`config.mk`:
```
export PLATFORM = sky130hd
export DESIGN_NAME = dbt_trigger
export DESIGN_NICKNAME = d
export VERILOG_FILES = /design/src/verilog/dbt_pkg.sv /design/src/verilog/dbt_cmp.sv /design/src/verilog/dbt_trigger.sv
export SDC_FILE = /design/constraint.sdc
export NUM_CORES = 1
export LEC_CHECK = 0
export ABC_AREA = 1
export BUFFER_PORTS_ARGS = -buffer_cell sky130_fd_sc_hd__buf_4
export CORE_MARGIN = 5
export CORE_UTILIZATION = 35
export CTS_CLUSTER_DIAMETER = 150
export CTS_CLUSTER_SIZE = 12
export DETAILED_ROUTE_END_ITERATION = 12
export MAX_ROUTING_LAYER = met4
export PLACE_DENSITY = 0.64
export SLEW_MARGIN = 10
export SYNTH_ARGS = -nofsm -noshare
export SYNTH_HDL_FRONTEND = slang
export SYNTH_SLANG_ARGS = --single-unit
```
`constraint.sdc`:
```
create_clock -name mclk -period 1.4 [get_ports mclk]
set_input_delay 0.14 -clock mclk [delete_from_list [all_inputs] [get_ports mclk]]
set_output_delay 0.14 -clock mclk [all_outputs]
set_load 0.05 [all_outputs]
```
`src/verilog/dbt_pkg.sv`:
```
// Package for the debug bus trigger block: register map, fields, modes, carriers.
// Assumes a single core bus clock and a plain strobe register port.
package dbt_pkg;

	localparam int ADDR_W = 16;
	localparam int DATA_W = 16;
	localparam int BUS_ODD_BIT = 0; // Address bit that marks an odd byte lane
	localparam int REG_AW = 4;
	localparam int REG_DW = 16;

	// Register offsets
	localparam logic [REG_AW-1:0] OFS_CTRL    = 4'h0;
	localparam logic [REG_AW-1:0] OFS_STATUS  = 4'h1;
	localparam logic [REG_AW-1:0] OFS_CMPA    = 4'h2;
	localparam logic [REG_AW-1:0] OFS_CMPB    = 4'h3;
	localparam logic [REG_AW-1:0] OFS_IRQ_ST  = 4'h4;
	localparam logic [REG_AW-1:0] OFS_IRQ_EN  = 4'h5;
	localparam logic [REG_AW-1:0] OFS_IRQ_CLR = 4'h6;
	localparam logic [REG_AW-1:0] OFS_MATCH_A = 4'h7;
	localparam logic [REG_AW-1:0] OFS_MATCH_B = 4'h8;

	// Control register fields
	localparam int CTRL_MODE_LSB = 0;
	localparam int CTRL_MODE_W   = 3;
	localparam int CTRL_BEGIN    = 4;
	localparam int CTRL_TRGSRC   = 5;
	localparam int CTRL_DETAIL   = 6;
	localparam int CTRL_ARM      = 7;
	localparam int CTRL_FASTMIS  = 8;
	localparam logic [REG_DW-1:0] CTRL_RST = 16'h0000;

	// Status register fields
	localparam int ST_AF   = 0;
	localparam int ST_BF   = 1;
	localparam int ST_TRIG = 2;
	localparam int ST_ARMD = 3;
	localparam int ST_ASEEN = 4;

	// Interrupt events
	localparam int IRQ_W     = 3;
	localparam int IRQ_MATCH_A = 0;
	localparam int IRQ_MATCH_B = 1;
	localparam int IRQ_TRIG    = 2;

	typedef enum logic [2:0] {
		DBT_MODE_A_ONLY   = 3'b000,
		DBT_MODE_A_OR_B   = 3'b001,
		DBT_MODE_A_THEN_B = 3'b010,
		DBT_MODE_EV_B     = 3'b011,
		DBT_MODE_A_THEN_EVB = 3'b100,
		DBT_MODE_A_AND_B  = 3'b101,
		DBT_MODE_A_NOT_B  = 3'b110,
		DBT_MODE_B_ONLY   = 3'b111
	} dbt_mode_t;

	typedef struct packed {
		logic              valid;
		logic              tag_a;
		logic              word;
		logic [ADDR_W-1:0] addr;
		logic [DATA_W-1:0] data;
	} dbt_bus_t;

	typedef struct packed {
		logic              wr;
		logic              rd;
		logic [REG_AW-1:0] addr;
		logic [REG_DW-1:0] wdata;
	} dbt_reg_req_t;

endpackage : dbt_pkg

```
`src/verilog/dbt_cmp.sv`:
```
// Single comparator with its own value register and match output.
// Assumes bus fields are already sampled on mclk.
`timescale 1ns/1ns
module dbt_cmp #(
	parameter int W = 16
) (
	input  wire logic         mclk,  // Core bus clock
	input  wire logic         srst,  // Sync reset
	input  wire logic         load,  // Load compare value
	input  wire logic [W-1:0] value, // New compare value
	input  wire logic [W-1:0] probe, // Observed bus value
	output logic      [W-1:0] ref_v, // Stored compare value
	output logic              hit    // Combinational equality
);
	always_ff @(posedge mclk) begin
		if (srst) begin
			ref_v <= '0;
		end else if (load) begin
			ref_v <= value;
		end
	end

	assign hit = (probe == ref_v);
endmodule : dbt_cmp

```
`src/verilog/dbt_trigger.sv`:
```
// Comparator trigger logic of the debug module: two comparators, mode select,
// sticky match flags, trigger output and interrupt. Assumes one core bus clock.
//
// The placing of the registers and the address-and-strobe port were decided locally.
`timescale 1ns/1ns
// Function
// - Event-only B: each B match sets B flag and triggers.
// - Event-only B is begin-type; begin bit ignored.
// - Event-only B ignores the trigger source select bit.
// - Detail capture with event-only B: act as B-only, bits honoured.
// - A then event-only B: B checked after A; trigger on every B.
// - A then event-only B: each A match sets A flag; each B match after A sets B flag.
// - A then event-only B is begin-type; begin bit ignored.
// - A then event-only B: source select applies only to A.
// - Detail capture with A then event-only B: act as A then B.
// - Full modes: A compares address, B compares data.
// - A and B: same-cycle matches set both flags and trigger.
// - Full modes with source select one: trigger from A only (B-only never triggers), except A then B, still triggered by B after A.
// - Source select zero: misaligned word data matches only with fast memory.
// - A and not B: A without B sets both flags and triggers.
// - A and not B: failed misaligned word compare triggers unless fast memory.
module dbt_trigger
	import dbt_pkg::*;
(
	input  wire logic                  mclk,      // Core bus clock
	input  wire logic                  srst,      // Sync reset, high
	input  wire dbt_pkg::dbt_reg_req_t reg_req,   // Register strobes
	output logic [dbt_pkg::REG_DW-1:0] reg_rdata, // Read data, next cycle
	input  wire dbt_pkg::dbt_bus_t     core_bus,  // Core bus cycle
	output logic                       trig,      // Trigger pulse
	output logic                       trig_begin,// Begin-type trigger
	output logic                       irq        // Interrupt level
);
	import dbt_pkg::*;

	function automatic logic hit_reg(input logic [REG_AW-1:0] a, input logic [REG_AW-1:0] ofs);
		hit_reg = (a == ofs);
	endfunction : hit_reg

	logic [REG_DW-1:0] ctrl;
	logic              flag_a;
	logic              flag_b;
	logic              flag_trig;
	logic              a_seen;
	logic [IRQ_W-1:0]  irq_st;
	logic [IRQ_W-1:0]  irq_en;
	logic [ADDR_W-1:0] ref_a;
	logic [DATA_W-1:0] ref_b;
	logic              raw_a;
	logic              raw_b;

	dbt_mode_t mode;
	logic      begin_bit;
	logic      trgsrc;
	logic      detail;
	logic      fast_mis;
	logic      wr_ctrl;
	logic      rearm;

	assign mode      = dbt_mode_t'(ctrl[CTRL_MODE_LSB +: CTRL_MODE_W]);
	assign begin_bit = ctrl[CTRL_BEGIN];
	assign trgsrc    = ctrl[CTRL_TRGSRC];
	assign detail    = ctrl[CTRL_DETAIL];
	assign fast_mis  = ctrl[CTRL_FASTMIS];
	assign wr_ctrl   = reg_req.wr && hit_reg(reg_req.addr, OFS_CTRL);
	assign rearm     = wr_ctrl && reg_req.wdata[CTRL_ARM];

	// Register write decodes, one per target
	logic      wr_cmpa;
	logic      wr_cmpb;
	logic      wr_status;
	logic      wr_irq_en;
	logic      wr_irq_clr;
	assign wr_cmpa    = reg_req.wr && hit_reg(reg_req.addr, OFS_CMPA);
	assign wr_cmpb    = reg_req.wr && hit_reg(reg_req.addr, OFS_CMPB);
	assign wr_status  = reg_req.wr && hit_reg(reg_req.addr, OFS_STATUS);
	assign wr_irq_en  = reg_req.wr && hit_reg(reg_req.addr, OFS_IRQ_EN);
	assign wr_irq_clr = reg_req.wr && hit_reg(reg_req.addr, OFS_IRQ_CLR);

	// Comparator A on address, B on data
	dbt_cmp #(.W(ADDR_W)) u_cmp_a (
		.mclk  (mclk),
		.srst  (srst),
		.load  (wr_cmpa),
		.value (reg_req.wdata[ADDR_W-1:0]),
		.probe (core_bus.addr),
		.ref_v (ref_a),
		.hit   (raw_a)
	);

	dbt_cmp #(.W(DATA_W)) u_cmp_b (
		.mclk  (mclk),
		.srst  (srst),
		.load  (wr_cmpb),
		.value (reg_req.wdata),
		.probe (core_bus.data),
		.ref_v (ref_b),
		.hit   (raw_b)
	);

	// Effective mode after detail capture override
	// Detail capture takes over both event modes and restores the plain variants
	dbt_mode_t eff_mode;
	always_comb begin
		eff_mode = mode;
		if (detail && mode == DBT_MODE_EV_B) begin
			eff_mode = DBT_MODE_B_ONLY;
		end else if (detail && mode == DBT_MODE_A_THEN_EVB) begin
			eff_mode = DBT_MODE_A_THEN_B;
		end
	end

	// Misaligned word data cannot match unless memory completes it in one cycle
	logic misaligned;
	logic b_valid_data;
	assign misaligned   = core_bus.word && core_bus.addr[BUS_ODD_BIT] && !fast_mis;
	assign b_valid_data = raw_b && !misaligned;

	// A match: tag source when selected, except in event-only B; B never tag-qualified
	logic a_match;
	logic b_match;
	logic a_uses_tag;
	always_comb begin
		a_uses_tag = trgsrc;
		if (eff_mode == DBT_MODE_EV_B) begin
			a_uses_tag = 1'b0;
		end
	end
	assign a_match = core_bus.valid && (a_uses_tag ? core_bus.tag_a : raw_a);
	assign b_match = core_bus.valid && b_valid_data;

	logic next_set_a;
	logic next_set_b;
	logic next_trig;
	logic next_begin;

	// Per-mode set and trigger terms; the arm bit is applied at the flops
	always_comb begin
		next_set_a = 1'b0;
		next_set_b = 1'b0;
		next_trig  = 1'b0;
		next_begin = begin_bit;
		case (eff_mode)
			DBT_MODE_A_ONLY: begin
				next_set_a = a_match;
				next_trig  = a_match;
			end
			DBT_MODE_A_OR_B: begin
				next_set_a = a_match;
				next_set_b = b_match && !trgsrc;
				next_trig  = next_set_a || next_set_b;
			end
			DBT_MODE_A_THEN_B: begin
				next_set_a = a_match && !a_seen;
				next_set_b = b_match && a_seen && !flag_b;
				next_trig  = next_set_b;
			end
			DBT_MODE_EV_B: begin
				next_set_b = b_match;
				next_trig  = b_match;
				next_begin = 1'b1;
			end
			DBT_MODE_A_THEN_EVB: begin
				next_set_a = a_match;
				next_set_b = b_match && a_seen;
				next_trig  = next_set_b;
				next_begin = 1'b1;
			end
			DBT_MODE_A_AND_B: begin
				if (trgsrc) begin
					next_set_a = a_match;
					next_trig  = a_match;
				end else begin
					next_set_a = a_match && b_match;
					next_set_b = next_set_a;
					next_trig  = next_set_a;
				end
			end
			DBT_MODE_A_NOT_B: begin
				if (trgsrc) begin
					next_set_a = a_match;
					next_trig  = a_match;
				end else begin
					next_set_a = a_match && !b_valid_data;
					next_set_b = next_set_a;
					next_trig  = next_set_a;
				end
			end
			DBT_MODE_B_ONLY: begin
				next_set_b = b_match && !trgsrc;
				next_trig  = next_set_b;
			end
			default: begin
				next_trig = 1'b0;
			end
		endcase
	end

	// Arm bit gates every set; a rearm write clears the match history
	logic armed;
	assign armed = ctrl[CTRL_ARM];

	// Control register
	always_ff @(posedge mclk) begin
		if (srst) begin
			ctrl <= CTRL_RST;
		end else if (wr_ctrl) begin
			ctrl <= reg_req.wdata;
		end
	end

	// Sticky match flags; set wins over clear so a match in the clearing cycle is kept
	logic clr_flags;
	assign clr_flags = rearm || wr_status;

	// A match flag
	always_ff @(posedge mclk) begin
		if (srst) begin
			flag_a <= 1'b0;
		end else begin
			flag_a <= (armed && next_set_a) || (flag_a && !clr_flags);
		end
	end

	// B match flag
	always_ff @(posedge mclk) begin
		if (srst) begin
			flag_b <= 1'b0;
		end else begin
			flag_b <= (armed && next_set_b) || (flag_b && !clr_flags);
		end
	end

	// Trigger seen flag
	always_ff @(posedge mclk) begin
		if (srst) begin
			flag_trig <= 1'b0;
		end else begin
			flag_trig <= (armed && next_trig) || (flag_trig && !clr_flags);
		end
	end

	// A seen; gates B in the sequential modes
	always_ff @(posedge mclk) begin
		if (srst) begin
			a_seen <= 1'b0;
		end else begin
			a_seen <= (armed && a_match) || (a_seen && !clr_flags);
		end
	end

	// Trigger pulse, one cycle per trigger
	always_ff @(posedge mclk) begin
		if (srst) begin
			trig <= 1'b0;
		end else begin
			trig <= armed && next_trig;
		end
	end

	// Begin-type pulse, never without trig
	always_ff @(posedge mclk) begin
		if (srst) begin
			trig_begin <= 1'b0;
		end else begin
			trig_begin <= armed && next_trig && next_begin;
		end
	end

	// Interrupt status, enable, clear
	logic [IRQ_W-1:0] irq_ev;
	logic [IRQ_W-1:0] irq_clr;
	assign irq_ev[IRQ_MATCH_A] = armed && next_set_a;
	assign irq_ev[IRQ_MATCH_B] = armed && next_set_b;
	assign irq_ev[IRQ_TRIG]    = armed && next_trig;
	assign irq_clr = wr_irq_clr ? reg_req.wdata[IRQ_W-1:0] : '0;

	always_ff @(posedge mclk) begin
		if (srst) begin
			irq_st <= '0;
		end else begin
			irq_st <= irq_ev | (irq_st & ~irq_clr);
		end
	end

	always_ff @(posedge mclk) begin
		if (srst) begin
			irq_en <= '0;
		end else if (wr_irq_en) begin
			irq_en <= reg_req.wdata[IRQ_W-1:0];
		end
	end

	// Level output; stays high until software clears the status bit
	assign irq = |(irq_st & irq_en);

	// Read data, one cycle after the strobe
	logic [REG_DW-1:0] next_rdata;
	always_comb begin
		next_rdata = '0;
		case (reg_req.addr)
			OFS_CTRL: begin
				next_rdata = ctrl;
			end
			OFS_STATUS: begin
				next_rdata[ST_AF]    = flag_a;
				next_rdata[ST_BF]    = flag_b;
				next_rdata[ST_TRIG]  = flag_trig;
				next_rdata[ST_ARMD]  = armed;
				next_rdata[ST_ASEEN] = a_seen;
			end
			OFS_CMPA: begin
				next_rdata[ADDR_W-1:0] = ref_a;
			end
			OFS_CMPB: begin
				next_rdata[DATA_W-1:0] = ref_b;
			end
			OFS_IRQ_ST: begin
				next_rdata[IRQ_W-1:0] = irq_st;
			end
			OFS_IRQ_EN: begin
				next_rdata[IRQ_W-1:0] = irq_en;
			end
			// Live comparator hits, for checking the setup
			OFS_MATCH_A: begin
				next_rdata[0] = raw_a;
			end
			OFS_MATCH_B: begin
				next_rdata[0] = raw_b;
			end
			default: begin
				next_rdata = '0;
			end
		endcase
	end

	// Zero outside the answer cycle so stale data never looks valid
	always_ff @(posedge mclk) begin
		if (srst) begin
			reg_rdata <= '0;
		end else if (reg_req.rd) begin
			reg_rdata <= next_rdata;
		end else begin
			reg_rdata <= '0;
		end
	end
endmodule : dbt_trigger

```
==> results of run 1 <==
==> power breakdown <==
part / internal, mW / leakage [nW] / switching (mW)
combinational: 0.255 / 1.71 / 0.291
sequential: 2.19 / 0.621 / 0.0219
clock: 1.00 / 0.102 / 0.880
==> worst reg2reg max path: stages, from the launching register on <==
cell and delay, ps:
dfxtp_2 350, xnor2_2 140, nand2_1 80, nor2_2 150
nand2_2 80, nor2_4 140, nand2_1 80, nand2_2 90
nand3_1 80, nand2_1 90, nand2_2 60, nand2_4 80
nand2_1 50
==> cell families after synthesis <==
group | synth area share
and+or+nand+nor | 0.230
buffers and inverters | 0.111
xor gates and xnor gates | 0.0498
AOI/OAI and AO/OA | 0.197
DFF | 0.412
==> worst min path at each step <==
stage                startpoint                end  slack [ps]  cells past startpoint
floorplan            reg_req[4]            ctrl[4]         270                      2
global placement    reg_req[10]  u_cmp_a.ref_v[10]         390                      3
detailed placement  reg_req[11]  u_cmp_a.ref_v[11]         400                      3
CTS                 reg_req[13]  u_cmp_a.ref_v[13]           9                      3
global route         reg_req[5]   u_cmp_a.ref_v[5]          20                      3
finish              reg_req[13]  u_cmp_a.ref_v[13]          20                      3
==> cell usage after synthesis (2+ instances only) <==
master,count
a21oi_1,43
a221oi_1,2
a31oi_1,2
buf_2,5
clkbuf_1,11
dfxtp_1,76
inv_1,77
inv_2,12
nand2_1,108
nand2_2,3
nand3_1,12
nand4_1,5
nor2_1,57
nor2_2,5
nor3_1,4
o211ai_1,3
o21ai_0,54
o21ai_1,2
o221ai_1,9
o22ai_1,11
xnor2_1,11
xor2_1,10
==> routing by layer <==
metal  track usage  part of all wire
met5             -                 0
met4        0.0857             0.024
met3        0.0353             0.054
met2         0.295              0.45
met1         0.264              0.47
==> metrics by stage <==
| stage | total power [mW] | setup TNS, ps |
|---|---|---|
| 2_1_floorplan | 2.48 | 0 |
| 3_3_place_gp | 2.78 | -1420 |
| 3_5_place_dp | 2.78 | -1850 |
| 4_1_cts | 4.64 | -961 |
| 5_1_grt | 4.81 | -2440 |
| 6_report | 4.64 | -1430 |
==> area by class of cell <==
cell class                 count  area [sq um]
fill                        1043          5100
multi-input combinational    351          1880
sequential                    76          1540
timing repair buffer         143          1080
inverter                      90           338
tap                          136           170
clock buffer                  10           128
clock inverter                 6          88.8
==> timing repair <==
action	in CTS	in global routing
resized for setup	17	27
setup buffers	1	1
endpoints found under the setup margin	9	12
pin swaps	21	13
==> sequential cells by signal (all words and copies together) (netlist names) <==
| register | cells |
|---|---|
| ctrl | 16 |
| reg_rdata | 16 |
| u_cmp_b.ref_v | 16 |
| trig_begin | 1 |
| u_cmp_a.ref_v | 16 |
| trig | 1 |
| irq_en | 3 |
| flag_b | 1 |
| flag_trig | 1 |
| a_seen | 1 |
| flag_a | 1 |
| irq_st | 3 |
==> out/qor.json, run 1 <==
{
  "synthesis": {
    "ys_types": 34,
    "postSynth.asyncResetShare": 0,
    "synth_edf_count": 0,
    "synth_top_cell_area_share": 0.412,
    "synthesized_instance_count": 534,
    "most_used_dff_post_synth": "dfxtp_1",
    "synthesis.area_per_instance_sq_um": 6.92,
    "ys_seq_area_frac": 0.412,
    "mappedNetlistNets": 593,
    "synth-seq-cells": 76,
    "leading_area_contributor_after_synthesis": "dfxtp_1",
    "syn_area_sq_um": 3700,
    "netlist_top_cells_area": "dfxtp_1 (41%), nand2_1 (11%), inv_1 (7.8%)",
    "yosysWarningCount": 0
  },
  "critical_path": {
    "timing.critical_path.required_ps": 1660,
    "worst-setup-path-type": "reg2reg",
    "regToRegEndpoint": "flag_trig",
    "critPathBufInv": 0,
    "r2r_setup_slack_ps": -190,
    "cp_slowest_cell": "dfxtp_2",
    "cp_cell_sequence": "xnor2_2, nand2_1, nor2_2, nand2_2, nor2_4, nand2_1, nand2_2, nand3_1, nand2_1, nand2_2, nand2_4, nand2_1",
    "worstSetupStartpoint": "u_cmp_b.ref_v[10]",
    "critical_path_cell_count": 12,
    "critPathArrivalTime_ps": 1850,
    "worst-path-max-fanout": 4,
    "r2r.worst_path.cells": 12,
    "cpLargestDelayFamily": "simple AND/OR/NAND/NOR gates",
    "regToRegStartpoint": "u_cmp_b.ref_v[10]",
    "worstSetupEndpointType": "flip-flop",
    "crit_path_start_kind": "flip-flop",
    "slowest_delay_ps": 350,
    "crit_end": "flag_trig",
    "critical_path_most_common_cell": "nand2_1"
  },
  "floorplanning": {
    "die-area_sq_um": 12700,
    "initial_utilization": 0.358,
    "chipWidth_um": 113,
    "floorplan.die.height_um": 113,
    "io_pins": 78,
    "core_area_sq_um": 10300,
    "std_cell_rows": 37
  },
  "clocking": {
    "clock_sink_count": 76,
    "postCtsHoldBufs": 0,
    "clkTransAtPathRegs_ps": 80,
    "cts_tree": "yes",
    "htree_levels": 3,
    "clkLatencyLatePin_ps": 370,
    "numCtsBuffers": 9,
    "clock-root-buffer": "clkbuf_8",
    "clock_path_buffers": 2
  },
  "power_and_ir_drop": {
    "power_per_cell_area_nw_per_um2": 889,
    "leakagePower_nw": 2.43,
    "worst_ir_drop_vdd_mv": 0.478
  },
  "cells_and_area": {
    "antenna_cells_inserted": 0,
    "final_common_cell": "buf_4",
    "finalNetCount": 730,
    "mostFrequentLayoutCells": "buf_4 (142), nand2_1 (101), inv_1 (77)",
    "layout.cells.non_filler": 812,
    "area_growth_syn_to_layout_pct": 41.3,
    "post-route-cell-area_sq_um": 5220,
    "final_util": 0.506,
    "final_layout_size_suffix_gt1_frac": 0.327
  },
  "timing": {
    "hold_viol_final": 0,
    "slew_violations": 0,
    "worst_slew_pin_slew_ps": 493,
    "setup_slack_ps": -188,
    "setup_viol": 9,
    "finalWorstPathRequiredPeriod_ps": 1590,
    "clock_skew_ps": 14.8,
    "slew_headroom": 0.672,
    "setup_repair_after_global_routing_missed_its_margin": "yes",
    "upper_clock_frequency_limit_mhz": 630,
    "fin_hold_ws_ps": 15.2,
    "min_period_over_period": 1.13
  },
  "global_route": {
    "wire_length_of_the_first_global_routing_pass_um": 19300,
    "via_count_of_the_first_global_routing_pass": 3820,
    "global_route.usage.total": 0.198,
    "grt_remaining_overflow": 0,
    "grt_max_degree": 28,
    "antenna_found_initial": 0
  },
  "outcome": {
    "failed_checks": "negative setup slack",
    "status": "finished with violations"
  },
  "run": {
    "cap_viol_max_count": 0
  },
  "routing": {
    "first_iter_violations": 256,
    "vias": 3967,
    "post-route-drc-count": 0,
    "wire_per_inst_um": 15.2,
    "drt-vias-per-instance": 4.89,
    "wirelength_um": 12400,
    "dr.pass1.iters": 5,
    "ant_nets": 0
  },
  "placement": {
    "post-place-cells": 795,
    "gp_congestion": 0.976,
    "placed_instance_area_sq_um": 4860,
    "pre_cts_ws_ps": -226,
    "buffer_ports.inserted": 77,
    "hpwl_um": 9370
  },
  "hold_path": {
    "worst_hold_path_type": "in2reg"
  }
}
No activity file was read; power rests on OpenSTA's default activity.
==> run 2, diff against run 1 <==
--- a/config.mk
+++ b/config.mk
@@ -8,12 +8,12 @@
 export ABC_AREA = 1
 export BUFFER_PORTS_ARGS = -buffer_cell sky130_fd_sc_hd__buf_4
 export CORE_MARGIN = 5
-export CORE_UTILIZATION = 35
+export CORE_UTILIZATION = 49
 export CTS_CLUSTER_DIAMETER = 150
 export CTS_CLUSTER_SIZE = 12
 export DETAILED_ROUTE_END_ITERATION = 12
 export MAX_ROUTING_LAYER = met4
-export PLACE_DENSITY = 0.64
+export PLACE_DENSITY = 0.83
 export SLEW_MARGIN = 10
 export SYNTH_ARGS = -nofsm -noshare
 export SYNTH_HDL_FRONTEND = slang
==> constraint.sdc (replaced) <==
create_clock -name mclk -period 1.4 [get_ports mclk]
set_input_delay 0.28 -clock mclk [delete_from_list [all_inputs] [get_ports mclk]]
set_output_delay 0.28 -clock mclk [all_outputs]
set_load 0.05 [all_outputs]
==> run 2 against run 1 <==
The run still ends with negative setup slack left; clock power decreased by 15%; register-to-register slack barely moved; sequential cell count stayed put; via count up 0.73%; routed wire length fell by 4.7%; first-iteration DRC count up 10%; design area is 0.12% lower; highest routed layer unchanged; combinational power is essentially flat; global-route usage is 5.4 points higher.
==> out/qor.json, run 2 (synthesized netlist as in run 1, its figures left out) <==
{
  "timing": {
    "setup_slack_ps": -174,
    "setup_viol": 9,
    "slew_headroom": 0.692,
    "finalWorstPathRequiredPeriod_ps": 1570,
    "worst_slew_pin_slew_ps": 462,
    "hold_viol_final": 0,
    "min_period_over_period": 1.12,
    "fin_hold_ws_ps": 165,
    "slew_violations": 0,
    "clock_skew_ps": 6.75,
    "setup_repair_after_global_routing_missed_its_margin": "yes",
    "upper_clock_frequency_limit_mhz": 635
  },
  "global_route": {
    "via_count_of_the_first_global_routing_pass": 3824,
    "antenna_found_initial": 0,
    "wire_length_of_the_first_global_routing_pass_um": 18800,
    "grt_max_degree": 34,
    "grt_remaining_overflow": 0,
    "global_route.usage.total": 0.252
  },
  "cells_and_area": {
    "final_layout_size_suffix_gt1_frac": 0.355,
    "finalNetCount": 731,
    "layout.cells.non_filler": 776,
    "post-route-cell-area_sq_um": 5220,
    "multiInputGateArea_sq_um": 1910,
    "fillers": 633,
    "final_common_cell": "buf_4",
    "antenna_cells_inserted": 0,
    "mostFrequentLayoutCells": "buf_4 (141), nand2_1 (98), inv_1 (72)",
    "seq_area_sq_um": 1550,
    "area_growth_syn_to_layout_pct": 41.2,
    "final_util": 0.716
  },
  "outcome": {
    "failed_checks": "negative setup slack",
    "status": "finished with violations"
  },
  "floorplanning": {
    "chipWidth_um": 96.9,
    "die-area_sq_um": 9380,
    "floorplan.die.height_um": 96.9,
    "io_pins": 78,
    "initial_utilization": 0.507,
    "core_area_sq_um": 7290,
    "std_cell_rows": 31
  },
  "routing": {
    "post-route-drc-count": 0,
    "routed-wl-met2_um": 5210,
    "wirelength_um": 11800,
    "wl_met3_um": 977,
    "wire_per_inst_um": 15.2,
    "ant_nets": 0,
    "vias": 3996,
    "first_iter_violations": 282,
    "drt-vias-per-instance": 5.15,
    "routed.top_layer": "met4",
    "dr.pass1.iters": 5,
    "detail_route.wirelength.met1_um": 5330
  },
  "power_and_ir_drop": {
    "leakagePower_nw": 2.43,
    "seq_power_share": 0.509,
    "sw_frac_of_total": 0.274,
    "netSwitchingPower_mw": 1.20,
    "worst_ir_drop_vdd_mv": 0.649,
    "power.internal_mw": 3.16,
    "power.total_mw": 4.36,
    "power_frac_clock": 0.366,
    "power_per_cell_area_nw_per_um2": 835,
    "pwr-share-comb": 0.125
  },
  "placement": {
    "buffer_ports.inserted": 77,
    "gp_congestion": 0.997,
    "hpwl_um": 9000,
    "placed_instance_area_sq_um": 4830,
    "post-place-cells": 756
  },
  "critical_path": {
    "worstSetupEndpointType": "flip-flop",
    "crit_path_start_kind": "flip-flop",
    "critPathArrivalTime_ps": 1860,
    "timing.critical_path.required_ps": 1690,
    "worst-path-max-fanout": 3,
    "worst-setup-path-type": "reg2reg"
  },
  "clocking": {
    "htree_levels": 3,
    "clkTransAtPathRegs_ps": 90,
    "clkLatencyLatePin_ps": 360,
    "postCtsHoldBufs": 0,
    "numCtsBuffers": 9,
    "clock-root-buffer": "clkbuf_8",
    "cts_tree": "yes",
    "clock_path_buffers": 2,
    "clock_sink_count": 76
  },
  "run": {
    "cap_viol_max_count": 0
  },
  "hold_path": {
    "worst_hold_path_type": "in2reg"
  }
}
-- run 2: cell types whose count changed in the layout (fill, tap and decap cells not counted), sizes merged --
cell,before,now
buf,143,144
inv,89,91
bufinv,2,0
clkinvlp,2,1
clkinv,3,4
-- run 2: timing repair --
item / 4_1_cts / 5_1_grt
gates resized for setup: 21 / 43
buffers inserted: 2 / 2
pin swaps: 14 / 20
setup endpoints to repair: 10 / 11
-- run 2: path summary, 6_finish.rpt --
check,endpoint,slack [ps],depth (start not counted),startpoint
worst min register to register,ctrl[11],460,2,ctrl[11]
worst min-delay path,irq_st[1],170,2,srst
worst max-delay path,flag_b,-170,12,u_cmp_a.ref_v[10]
worst max register to register,flag_b,-170,12,u_cmp_a.ref_v[10]
-- run 2: power groups by stage --
stage               clock network [mW]  logic (mW)  registers, mW
floorplan                            0       0.218           2.26
global placement                     0       0.501           2.26
detailed placement                   0       0.508           2.27
CTS                               1.62       0.517           2.22
global route                      1.71       0.598           2.22
finish                            1.60       0.545           2.22
-- run 2: metrics by stage --
stage / setup TNS, ps / setup slack [ps]
floorplan: 0 / 34.4
global placement: -4040 / -263
detailed placement: -4180 / -281
CTS: -1200 / -157
global route: -2460 / -348
finish: -1220 / -174
-- run 2: per-layer routing --
layer	GRT usage	vias to the layer above
met4	0.0983	0
met5	-	-
met3	0.0604	26
met1	0.335	1802
met2	0.369	172
li1	-	1996
-- run 2: final cells by class --
class / count / share of cell area
multi-input cells: 351 / 0.365
flip-flops and latches: 76 / 0.297
repair buffers: 144 / 0.213
inverters: 90 / 0.0652
clock buffers: 10 / 0.0264
well taps: 99 / 0.0237
clock inverters: 6 / 0.00911
-- run 2: critical path, cell delays in order, from the launching register on --
cell,delay (ps)
dfxtp_2,340
xor2_1,150
nor2_1,110
nand2_1,80
nor2_1,130
nand2_2,110
nand2_2,90
nand2_4,80
nor2_2,100
nand2_1,70
nand2_1,70
nand2_2,60
o21ai_1,120
